--- src/inc/suspend_pkg.sv ---
`default_nettype none

package suspend_pkg;

   // Opcodes handled by this block
   localparam logic [7:0] OPC_SUSPEND    = 8'hB0;
   localparam logic [7:0] OPC_RESUME     = 8'hD0;

   // Core clock and latency figures
   localparam int         CORE_CLK_MHZ   = 125;
   localparam int         SUSP_TIME_NS   = 1000;  // suspend_latency, plain default
   localparam int         RES_TIME_NS    = 1000;  // resume_latency, plain default
   localparam int         CNT_W          = 8;

   // Longest times round down, never below one cycle
   localparam int         SUSP_CYC_I     = (SUSP_TIME_NS * CORE_CLK_MHZ) / 1000;
   localparam int         RES_CYC_I      = (RES_TIME_NS * CORE_CLK_MHZ) / 1000;
   localparam logic [CNT_W-1:0] SUSP_CYCLES = CNT_W'((SUSP_CYC_I < 1) ? 1 : SUSP_CYC_I);
   localparam logic [CNT_W-1:0] RES_CYCLES  = CNT_W'((RES_CYC_I < 1) ? 1 : RES_CYC_I);

   // 64KB sectors: 64 of them in the main array
   localparam int         SECTOR_W       = 6;
   localparam int         BIT_CNT_W      = 3;
   localparam logic [BIT_CNT_W-1:0] LAST_BIT = 3'h7;

   // Reset values
   localparam logic [SECTOR_W-1:0] SECTOR_RST = 6'h00;
   localparam logic [CNT_W-1:0]    CNT_RST    = 8'h00;
   localparam logic [7:0]          BYTE_RST   = 8'h00;

   typedef enum logic [3:0]
   {
      CMD_READ_ARRAY   = 4'h0,
      CMD_READ_BUF     = 4'h1,
      CMD_BUF_WRITE    = 4'h2,
      CMD_MM_TO_BUF    = 4'h3,
      CMD_MM_COMPARE   = 4'h4,
      CMD_PROG_NO_ERS  = 4'h5,
      CMD_PROG_WITH_ERS= 4'h6,
      CMD_AUTO_REWRITE = 4'h7,
      CMD_ERASE_ANY    = 4'h8,
      CMD_PROT_CHANGE  = 4'h9,
      CMD_PROT_READ    = 4'hA,
      CMD_POWER_DOWN   = 4'hB,
      CMD_INFO_READ    = 4'hC,
      CMD_RESET        = 4'hD
   } cmd_class_t;

   typedef struct packed
   {
      cmd_class_t cls;
      logic       buf_two;      // 0: buffer 1, 1: buffer 2
   } cmd_req_t;

   typedef struct packed
   {
      logic                is_erase;
      logic                buf_two;
      logic                page_level;
      logic [SECTOR_W-1:0] sector;
   } op_req_t;

   typedef struct packed
   {
      logic                whole_sector;  // 0: only the page is lost
      logic                page_level;
      logic [SECTOR_W-1:0] sector;
   } undef_t;

endpackage

`default_nettype wire

--- src/rtl/flash_program_erase_suspend.sv ---
`timescale 1ns/10ps
`default_nettype none

module flash_program_erase_suspend
   import suspend_pkg::*;
(
   input  wire logic                CORE_CLK,        // Core clock, 125 MHz
   input  wire logic                RST_N,           // Synchronous reset, active low
   input  wire logic                SCK,             // Serial clock pin
   input  wire logic                CS_N,            // Chip select pin, active low
   input  wire logic                SI,              // Serial data in pin
   input  wire logic                RESET_PIN_N,     // Device reset pin, active low
   input  wire logic                SW_RESET,        // Software reset decoded, pulse
   input  wire logic                CMD_VALID,       // Decoded command offered, pulse
   input  wire cmd_req_t            CMD_REQ,         // Class and buffer of command
   input  wire logic                OP_START,        // Array operation starting, pulse
   input  wire op_req_t             OP_REQ,          // Kind and sector of operation
   input  wire logic                OP_DONE,         // Running operation finished, pulse
   input  wire logic [SECTOR_W-1:0] RD_SECTOR,       // Sector of current read address
   output logic                     CMD_ACCEPT,      // Command permitted, pulse
   output logic                     CMD_REFUSE,      // Command refused, pulse
   output logic                     OP_ABORT,        // Program start aborted, pulse
   output logic                     HOLD_PROG,       // Program engine must stay halted
   output logic                     HOLD_ERASE,      // Erase engine must stay halted
   output logic                     READY,           // Ready/busy flag, 1 is ready
   output logic                     buf_one_prog_suspended, // Buffer-1 program suspended
   output logic                     buf_two_prog_suspended, // Buffer-2 program suspended
   output logic                     erase_suspended_flag,   // Erase suspended
   output logic                     RD_UNDEF,        // Read data must be undefined
   output logic                     UNDEF_VALID,     // Contents lost by reset, pulse
   output undef_t                   UNDEF_INFO       // Which sector or page was lost
);

   typedef enum logic [2:0]
   {
      ST_IDLE    = 3'b001,
      ST_SUSPEND = 3'b010,
      ST_RESUME  = 3'b100
   } seq_state_t;

   // Pin synchronisers; stage one is read only by stage two
   logic [1:0]               sck_sync_reg;
   logic [1:0]               cs_sync_reg;
   logic [1:0]               si_sync_reg;
   logic [1:0]               rstp_sync_reg;
   logic                     sck_prev_reg;
   logic                     cs_prev_reg;
   logic                     rstp_prev_reg;

   logic [BIT_CNT_W-1:0]     bit_cnt_reg;
   logic [7:0]               shift_reg;
   logic [7:0]               opcode_reg;
   logic                     have_opc_reg;

   seq_state_t               state_reg;
   seq_state_t               state_next;
   logic [CNT_W-1:0]         cnt_reg;
   logic [CNT_W-1:0]         cnt_next;
   logic                     tgt_prog_reg;

   logic                     prog_act_reg;
   logic                     prog_buf_reg;
   logic                     prog_page_reg;
   logic [SECTOR_W-1:0]      prog_sect_reg;
   logic                     ps1_reg;
   logic                     ps2_reg;
   logic                     erase_act_reg;
   logic                     erase_page_reg;
   logic [SECTOR_W-1:0]      erase_sect_reg;
   logic                     es_reg;

   always_ff @(posedge CORE_CLK)
   begin
      if (!RST_N)
      begin
         sck_sync_reg  <= 2'h0;
         cs_sync_reg   <= 2'h3;
         si_sync_reg   <= 2'h0;
         rstp_sync_reg <= 2'h3;
         sck_prev_reg  <= 1'b0;
         cs_prev_reg   <= 1'b1;
         rstp_prev_reg <= 1'b1;
      end
      else
      begin
         sck_sync_reg  <= {sck_sync_reg[0], SCK};
         cs_sync_reg   <= {cs_sync_reg[0], CS_N};
         si_sync_reg   <= {si_sync_reg[0], SI};
         rstp_sync_reg <= {rstp_sync_reg[0], RESET_PIN_N};
         sck_prev_reg  <= sck_sync_reg[1];
         cs_prev_reg   <= cs_sync_reg[1];
         rstp_prev_reg <= rstp_sync_reg[1];
      end
   end

   wire sck_rise  = sck_sync_reg[1] & ~sck_prev_reg;
   wire cs_low    = ~cs_sync_reg[1];
   wire cs_rise   = cs_sync_reg[1] & ~cs_prev_reg;
   wire bit_in    = si_sync_reg[1];
   // Held reset pin keeps the sequencer and operation tracking cleared, not just its edge
   wire reset_evt = SW_RESET | ~rstp_sync_reg[1];
   wire rstp_fall = ~rstp_sync_reg[1] & rstp_prev_reg;

   // Only the first byte of a frame is kept; later bytes fall away
   always_ff @(posedge CORE_CLK)
   begin
      if (!RST_N || !cs_low)
      begin
         bit_cnt_reg  <= 3'h0;
         shift_reg    <= BYTE_RST;
         if (!RST_N)
         begin
            opcode_reg   <= BYTE_RST;
            have_opc_reg <= 1'b0;
         end
         else if (cs_rise)
         begin
            have_opc_reg <= 1'b0;
         end
      end
      else if (sck_rise && !have_opc_reg)
      begin
         bit_cnt_reg <= bit_cnt_reg + 3'h1;
         shift_reg   <= {shift_reg[6:0], bit_in};
         if (bit_cnt_reg == LAST_BIT)
         begin
            opcode_reg   <= {shift_reg[6:0], bit_in};
            have_opc_reg <= 1'b1;
         end
      end
   end

   wire susp_cmd   = cs_rise & have_opc_reg & (opcode_reg == OPC_SUSPEND);
   wire resume_cmd = cs_rise & have_opc_reg & (opcode_reg == OPC_RESUME);

   // Which operation is actually running on the array
   wire prog_susp    = ps1_reg | ps2_reg;
   wire prog_run     = prog_act_reg & ~prog_susp;
   wire erase_run    = erase_act_reg & ~es_reg;
   wire any_susp     = prog_susp | es_reg;
   // Program resumes before erase; erase waits for the program to finish
   wire res_prog     = prog_susp;
   wire res_erase    = es_reg & ~prog_act_reg;
   wire can_suspend  = (state_reg == ST_IDLE) & (prog_run | erase_run);
   wire can_resume   = (state_reg == ST_IDLE) & (res_prog | res_erase);
   wire start_susp   = susp_cmd & can_suspend;
   wire start_res    = resume_cmd & can_resume;
   wire cnt_end      = (cnt_reg == CNT_RST);
   wire susp_done    = (state_reg == ST_SUSPEND) & cnt_end;

   always_comb
   begin
      state_next = state_reg;
      cnt_next   = (cnt_reg == CNT_RST) ? CNT_RST : cnt_reg - 8'h01;
      unique case (state_reg)
         ST_IDLE:
         begin
            if (start_susp)
            begin
               state_next = ST_SUSPEND;
               cnt_next   = SUSP_CYCLES - 8'h01;
            end
            else if (start_res)
            begin
               state_next = ST_RESUME;
               cnt_next   = RES_CYCLES - 8'h01;
            end
         end
         ST_SUSPEND:
         begin
            if (cnt_end)
            begin
               state_next = ST_IDLE;
            end
         end
         ST_RESUME:
         begin
            if (cnt_end)
            begin
               state_next = ST_IDLE;
            end
         end
      endcase
   end

   always_ff @(posedge CORE_CLK)
   begin
      if (!RST_N || reset_evt)
      begin
         state_reg <= ST_IDLE;
         cnt_reg   <= CNT_RST;
      end
      else
      begin
         state_reg <= state_next;
         cnt_reg   <= cnt_next;
      end
   end

   always_ff @(posedge CORE_CLK)
   begin
      if (!RST_N)
      begin
         tgt_prog_reg <= 1'b0;
      end
      else if (start_susp)
      begin
         tgt_prog_reg <= prog_run;  // Program wins when both could run
      end
      else if (start_res)
      begin
         tgt_prog_reg <= res_prog;
      end
   end

   // Program start checks: never into an erase-suspended sector
   wire prog_start  = OP_START & ~OP_REQ.is_erase;
   wire prog_abort  = prog_start & es_reg & (OP_REQ.sector == erase_sect_reg);
   wire prog_launch = prog_start & ~prog_abort;
   wire erase_start = OP_START & OP_REQ.is_erase;
   wire done_prog   = OP_DONE & prog_run;
   wire done_erase  = OP_DONE & ~prog_run & erase_run;

   always_ff @(posedge CORE_CLK)
   begin
      if (!RST_N || reset_evt)
      begin
         prog_act_reg  <= 1'b0;
         prog_buf_reg  <= 1'b0;
         prog_page_reg <= 1'b0;
         prog_sect_reg <= SECTOR_RST;
         ps1_reg       <= 1'b0;
         ps2_reg       <= 1'b0;
      end
      else
      begin
         if (prog_launch)
         begin
            prog_act_reg  <= 1'b1;
            prog_buf_reg  <= OP_REQ.buf_two;
            prog_page_reg <= OP_REQ.page_level;
            prog_sect_reg <= OP_REQ.sector;
         end
         else if (done_prog)
         begin
            prog_act_reg <= 1'b0;
         end
         if (susp_done && tgt_prog_reg)
         begin
            ps1_reg <= ~prog_buf_reg;
            ps2_reg <= prog_buf_reg;
         end
         else if (start_res && res_prog)
         begin
            ps1_reg <= 1'b0;
            ps2_reg <= 1'b0;
         end
      end
   end

   always_ff @(posedge CORE_CLK)
   begin
      if (!RST_N || reset_evt)
      begin
         erase_act_reg  <= 1'b0;
         erase_page_reg <= 1'b0;
         erase_sect_reg <= SECTOR_RST;
         es_reg         <= 1'b0;
      end
      else
      begin
         if (erase_start)
         begin
            erase_act_reg  <= 1'b1;
            erase_page_reg <= OP_REQ.page_level;
            erase_sect_reg <= OP_REQ.sector;
         end
         else if (done_erase)
         begin
            erase_act_reg <= 1'b0;
         end
         if (susp_done && !tgt_prog_reg)
         begin
            es_reg <= 1'b1;
         end
         else if (start_res && !res_prog)
         begin
            es_reg <= 1'b0;
         end
      end
   end

   // Suspend permission table
   wire own_buf_busy = CMD_REQ.buf_two ? ps2_reg : ps1_reg;
   wire cls_buf_side = (CMD_REQ.cls == CMD_BUF_WRITE) | (CMD_REQ.cls == CMD_MM_TO_BUF);
   wire cls_never    = (CMD_REQ.cls == CMD_PROG_WITH_ERS) | (CMD_REQ.cls == CMD_AUTO_REWRITE)
                     | (CMD_REQ.cls == CMD_ERASE_ANY);
   wire cls_guarded  = (CMD_REQ.cls == CMD_PROT_CHANGE) | (CMD_REQ.cls == CMD_POWER_DOWN);
   wire refuse_buf   = cls_buf_side & own_buf_busy;
   wire refuse_cmp   = (CMD_REQ.cls == CMD_MM_COMPARE) & own_buf_busy;
   wire refuse_pne   = (CMD_REQ.cls == CMD_PROG_NO_ERS) & prog_susp;
   wire refuse_all   = any_susp & cls_never;
   wire refuse_prot  = any_susp & cls_guarded;
   // Reads, info reads and resets fall through as permitted
   wire cmd_refused  = refuse_buf | refuse_cmp | refuse_pne | refuse_all | refuse_prot;

   // Undefined data whenever the read address sits in a suspended sector
   wire rd_bad = (es_reg & (RD_SECTOR == erase_sect_reg))
               | (prog_susp & (RD_SECTOR == prog_sect_reg));

   // Loss report on reset; an erase suspend is the wider loss
   wire    lose_any  = (SW_RESET | rstp_fall) & any_susp;
   undef_t lose_info;
   assign lose_info.page_level   = es_reg ? erase_page_reg : prog_page_reg;
   assign lose_info.whole_sector = es_reg & ~erase_page_reg;
   assign lose_info.sector       = es_reg ? erase_sect_reg : prog_sect_reg;

   always_ff @(posedge CORE_CLK)
   begin
      if (!RST_N)
      begin
         CMD_ACCEPT  <= 1'b0;
         CMD_REFUSE  <= 1'b0;
         OP_ABORT    <= 1'b0;
         RD_UNDEF    <= 1'b0;
         UNDEF_VALID <= 1'b0;
         UNDEF_INFO  <= '0;
      end
      else
      begin
         CMD_ACCEPT  <= CMD_VALID & ~cmd_refused;
         CMD_REFUSE  <= CMD_VALID & cmd_refused;
         OP_ABORT    <= prog_abort;
         RD_UNDEF    <= rd_bad;
         UNDEF_VALID <= lose_any;
         if (lose_any)
         begin
            UNDEF_INFO <= lose_info;
         end
      end
   end

   // Flag and busy outputs; ready only once the halt has taken effect
   wire run_next = (prog_act_reg & ~prog_susp) | (erase_act_reg & ~es_reg)
                 | (state_reg == ST_SUSPEND);
   always_ff @(posedge CORE_CLK)
   begin
      if (!RST_N)
      begin
         HOLD_PROG              <= 1'b0;
         HOLD_ERASE             <= 1'b0;
         READY                  <= 1'b1;
         buf_one_prog_suspended <= 1'b0;
         buf_two_prog_suspended <= 1'b0;
         erase_suspended_flag   <= 1'b0;
      end
      else
      begin
         HOLD_PROG              <= prog_susp | ((state_reg == ST_SUSPEND) & tgt_prog_reg);
         HOLD_ERASE             <= es_reg | ((state_reg == ST_SUSPEND) & ~tgt_prog_reg);
         READY                  <= ~run_next;
         buf_one_prog_suspended <= ps1_reg;
         buf_two_prog_suspended <= ps2_reg;
         erase_suspended_flag   <= es_reg;
      end
   end

endmodule // flash_program_erase_suspend

`default_nettype wire

--- config.mk ---
export PLATFORM = sky130hd
export DESIGN_NAME = flash_program_erase_suspend
export DESIGN_NICKNAME = d
export VERILOG_FILES = /design/src/inc/suspend_pkg.sv /design/src/rtl/flash_program_erase_suspend.sv
export SDC_FILE = /design/constraint.sdc
export NUM_CORES = 1
export LEC_CHECK = 0
export ABC_AREA = 1
export ABC_CLOCK_PERIOD_IN_PS = 3250
export BUFFER_PORTS_ARGS = -buffer_cell sky130_fd_sc_hd__buf_2
export CAP_MARGIN = 20
export CORE_UTILIZATION = 35
export CTS_CLUSTER_SIZE = 28
export DETAILED_ROUTE_END_ITERATION = 16
export HOLD_SLACK_MARGIN = 0.08
export SLEW_MARGIN = 25
export SYNTH_ARGS = -nofsm -noshare
export SYNTH_HDL_FRONTEND = slang
export SYNTH_SLANG_ARGS = --single-unit
--- constraint.sdc ---
create_clock -name CORE_CLK -period 3.25 [get_ports CORE_CLK]
set_input_delay 0.4875 -clock CORE_CLK [delete_from_list [all_inputs] [get_ports CORE_CLK]]
set_output_delay 0.4875 -clock CORE_CLK [all_outputs]
set_load 0.02 [all_outputs]
==> results.txt <==
* Aggregate global routing overflow: 0
* Number of setup buffers added after CTS: 0
* Proportion of power drawn by flip-flops and latches: 0.506
- For this run, the leading register cell type out of synthesis is dfxtp_1.
- Crit end category: register
- Yosys warning total: 0
* CP startpoint kind: register
- Share of total power in the clock network: 0.361
* Die boundary width: 105.0 um
- The number of antenna diodes in the final layout is 0.
- Largest family of logic cells by synthesized area: simple AND/OR/NAND/NOR gates
- The worst-case IR drop observed on VDD is 256.0 uV.
- Fraction of synthesized cell area in xor and xnor cells: 0.02593
* Cell-internal power: 1551 uW
- For this design the total switching power over the nets is 562.3 uW.
* Detailed-router iteration count before antenna repair: 4
* Post-cts resize count: 0
- Vias per Instance: 4.539
- CP Data Required Time: 3.33 ns
- Routability-driven placement finished with a final weighted congestion of 0.7953.
- In the final layout, the share of cells above drive strength 1 is 0.1927.
- Counting distinct cell types in the post-synthesis netlist gives 32.
* Layout filler cell count: 1068
- DRC violation total after the first TritonRoute iteration: 98
* Final critical-path required period: 2.248 ns
* Utilization of the core after routing: 0.4157
* H-tree Lvls: 3
- CTS sink cnt: 81
- Sequential area share after synthesis: 0.4606
* Placeable core area: 10320 um2
- Vias in the first global route: 2966
- For the pin with the worst max-slew slack, the measured transition is 0.6991 ns.
- Average size of a mapped cell: 7.522 um2
- The tool flagged a number of max-cap violations equal to 0.
- After technology mapping, the gate count stands at 494.
* Area fraction in compound gates after synthesis: 0.1057
- The initial utilization of the core area, before any placement, comes to 0.3600.
- GRT Overall Usage: 0.1550
- By startpoint and endpoint, the worst setup path is classified as register to register.
- Number of buffers added by the clock tree synthesis step: 9
- TritonCTS clock tree: yes
- The routed layout has 3114 vias.
- Slew HR: 0.5308
* First-pass GRT wire length: 13610 um
- For this run, the post-layout net count is 579.
- Detailed-route DRC error count: 0
- Total of flip-flops plus latches after synthesis: 81
* Total I/O pin count: 49
- Switch share: 0.2661
- After clock tree synthesis, the flow added hold-fix buffers numbering 0.
- Setup repair after global routing left no endpoint under its margin.
- Relative to the synthesized area, the layout overhead comes to 15.49%.
* Slew Limit Fails: 0
- Number of antenna violations at the first check in global routing: 1
- The share of total power dissipated in combinational logic is 0.133.
- Worst Path Arrival: 2.33 ns
* Buffer cell driving the clock tree root: clkbuf_8
* Arithmetic-cell share of the synthesized area counting full adders, half adders and majority gates: 0.01347
* Combined area of the multi-input logic cells: 1658 um2
- Clock latency of the later-clocked register in the worst-skew pair: 0.35 ns
* Worst setup margin: 1.002 ns
- The floorplan step defined a die boundary enclosing 11030 um2.
* Peak Freq: 0.4448 GHz
* Antenna Nets Post-Route: 0
* Final Hold Violating Endpoints: 0
* IO buf count: 48
- Rows: 37
- Counting flops with a built-in enable in the synthesized netlist gives 9.
- Die height: 105.0 um
- Synthesis produced a netlist with a net count of 528.
- Synth async-reset ratio: 0
* Final-layout setup total negative slack: 0 ns
* Number of buffers between clock root and the deepest sink: 2
* Final routed wire length divided by cell count: 11.17 um
- In this run the static leakage power is 0.001965 uW.
* Final worst path period share: 0.6917
- The mapped netlist covers 3716 um2.
- Clock skew on the completed layout was measured at 0.01358 ns.
- Prior to clock tree synthesis, the placed netlist has a worst setup slack of 0.9773 ns.
* Count of endpoints failing setup in the final report: 0
- Along the worst path, the maximum fanout reaches 14.
- Clock transition at the registers of the reported paths: 0.09 ns
* Ratio of total power to cell area: 492.3 nW/um2
* Synth Area in Simple Gates: 0.2872
- Entering global routing, the biggest net connects 24 pins.
* Multiplexer share of the synthesized area: 0.01380
- Run status: finished, final reports clean
- Power comes to 2113 uW.
- DP HPWL: 5849 um
- Routed wire length: 7666 um
- The tightest min-delay check is of the primary input to register type.
- Register area: 1712 um2
==> Yosys cell counts, types with 3 or more instances <==
master,instances,area (um2)
o21ai_1,7,35.03
nor2_4,5,56.30
xnor2_1,4,35.03
xor2_1,7,61.31
nand3_2,4,40.04
buf_4,3,22.52
dfxtp_1,72,1441
edfxtp_1,9,270.3
nand2_1,90,337.8
o21ai_2,5,43.79
nor3_1,6,30.03
nor2_2,6,37.54
a21oi_1,28,140.1
o211ai_1,3,22.52
nand2_2,4,25.02
nor2_1,66,247.7
mux2i_1,4,40.04
or2_2,7,43.79
buf_2,4,20.02
nand3_1,32,160.2
inv_2,8,30.03
inv_1,70,262.8
o21ai_0,29,145.1
nand4_1,8,50.05
ha_1,4,50.05
==> worst max-delay path, stage by stage (launching register included) <==
cell and delay [ns]:
edfxtp_1 0.44, nor3_2 0.59, nand2_1 0.15, o21ai_1 0.59
nor2_1 0.12, inv_1 0.09
==> metrics by stage <==
| step | cells | cell area [um2] | hold slack [ns] |
|---|---|---|---|
| 2_1_floorplan | 494 | 3716 | 0.3905 |
| 3_3_place_gp | 670 | 4084 | 0.3954 |
| 3_5_place_dp | 670 | 4084 | 0.4014 |
| 4_1_cts | 686 | 4292 | 0.3074 |
| 5_1_grt | 686 | 4292 | 0.3128 |
| 6_report | 686 | 4292 | 0.3176 |
==> path summary, 6_finish.rpt <==
check / start / end / slack (ns) / cells past startpoint
hold / removal: SCK / sck_sync_reg[0] / 0.32 / 3
setup reg to reg: have_opc_reg / have_opc_reg / 1.00 / 5
hold reg to reg: cnt_reg[0] / cnt_reg[0] / 0.41 / 1
setup / recovery: have_opc_reg / have_opc_reg / 1.00 / 5
==> layout make-up <==
class	count	share of cell area
sequential	81	0.3988
clock inverter	4	0.01195
timing repair buffer	49	0.05773
inverter	79	0.06910
multi-input combinational	325	0.3863
tap	136	0.03965
clock buffer	12	0.03644
==> layout by cell type (no fill, tap or decap), drive strengths merged <==
cell type  instances
mux2i              4
a21oi             28
and2               1
nand3             36
nor3               7
o21ai             41
nand2             96
mux2               1
nor2              77
edfxtp             9
ha                 4
xor2               7
buf               49
dfxtp             72
clkinv             3
xnor2              4
or2                7
clkbuf            12
inv               78
o22ai              1
bufinv             1
nand4              8
o211ai             3
clkinvlp           1
==> routing by layer <==
layer / part of all wire / GRT usage
met5: 0.0010 / 0
met2: 0.44 / 0.2455
met3: 0.041 / 0.04180
met4: 0.014 / 0.05433
met1: 0.50 / 0.2026
==> cells by family after synthesis <==
family,count (synthesis)
and+or+nand+nor,232
DFF,81
xor gates and xnor gates,11
muxes,5
AOI/OAI and AO/OA,73
buffers and inverters,88
adders and majority gates,4
==> power by group through the flow <==
stage | registers, uW | clock network [uW] | logic (uW)
after global placement | 1090 | 0 | 277
final | 1070 | 763 | 281
after CTS | 1070 | 789 | 283
after global routing | 1070 | 826 | 326
after floorplan | 1090 | 0 | 217
after detailed placement | 1090 | 0 | 281
Power figures use the tool's default switching activity.
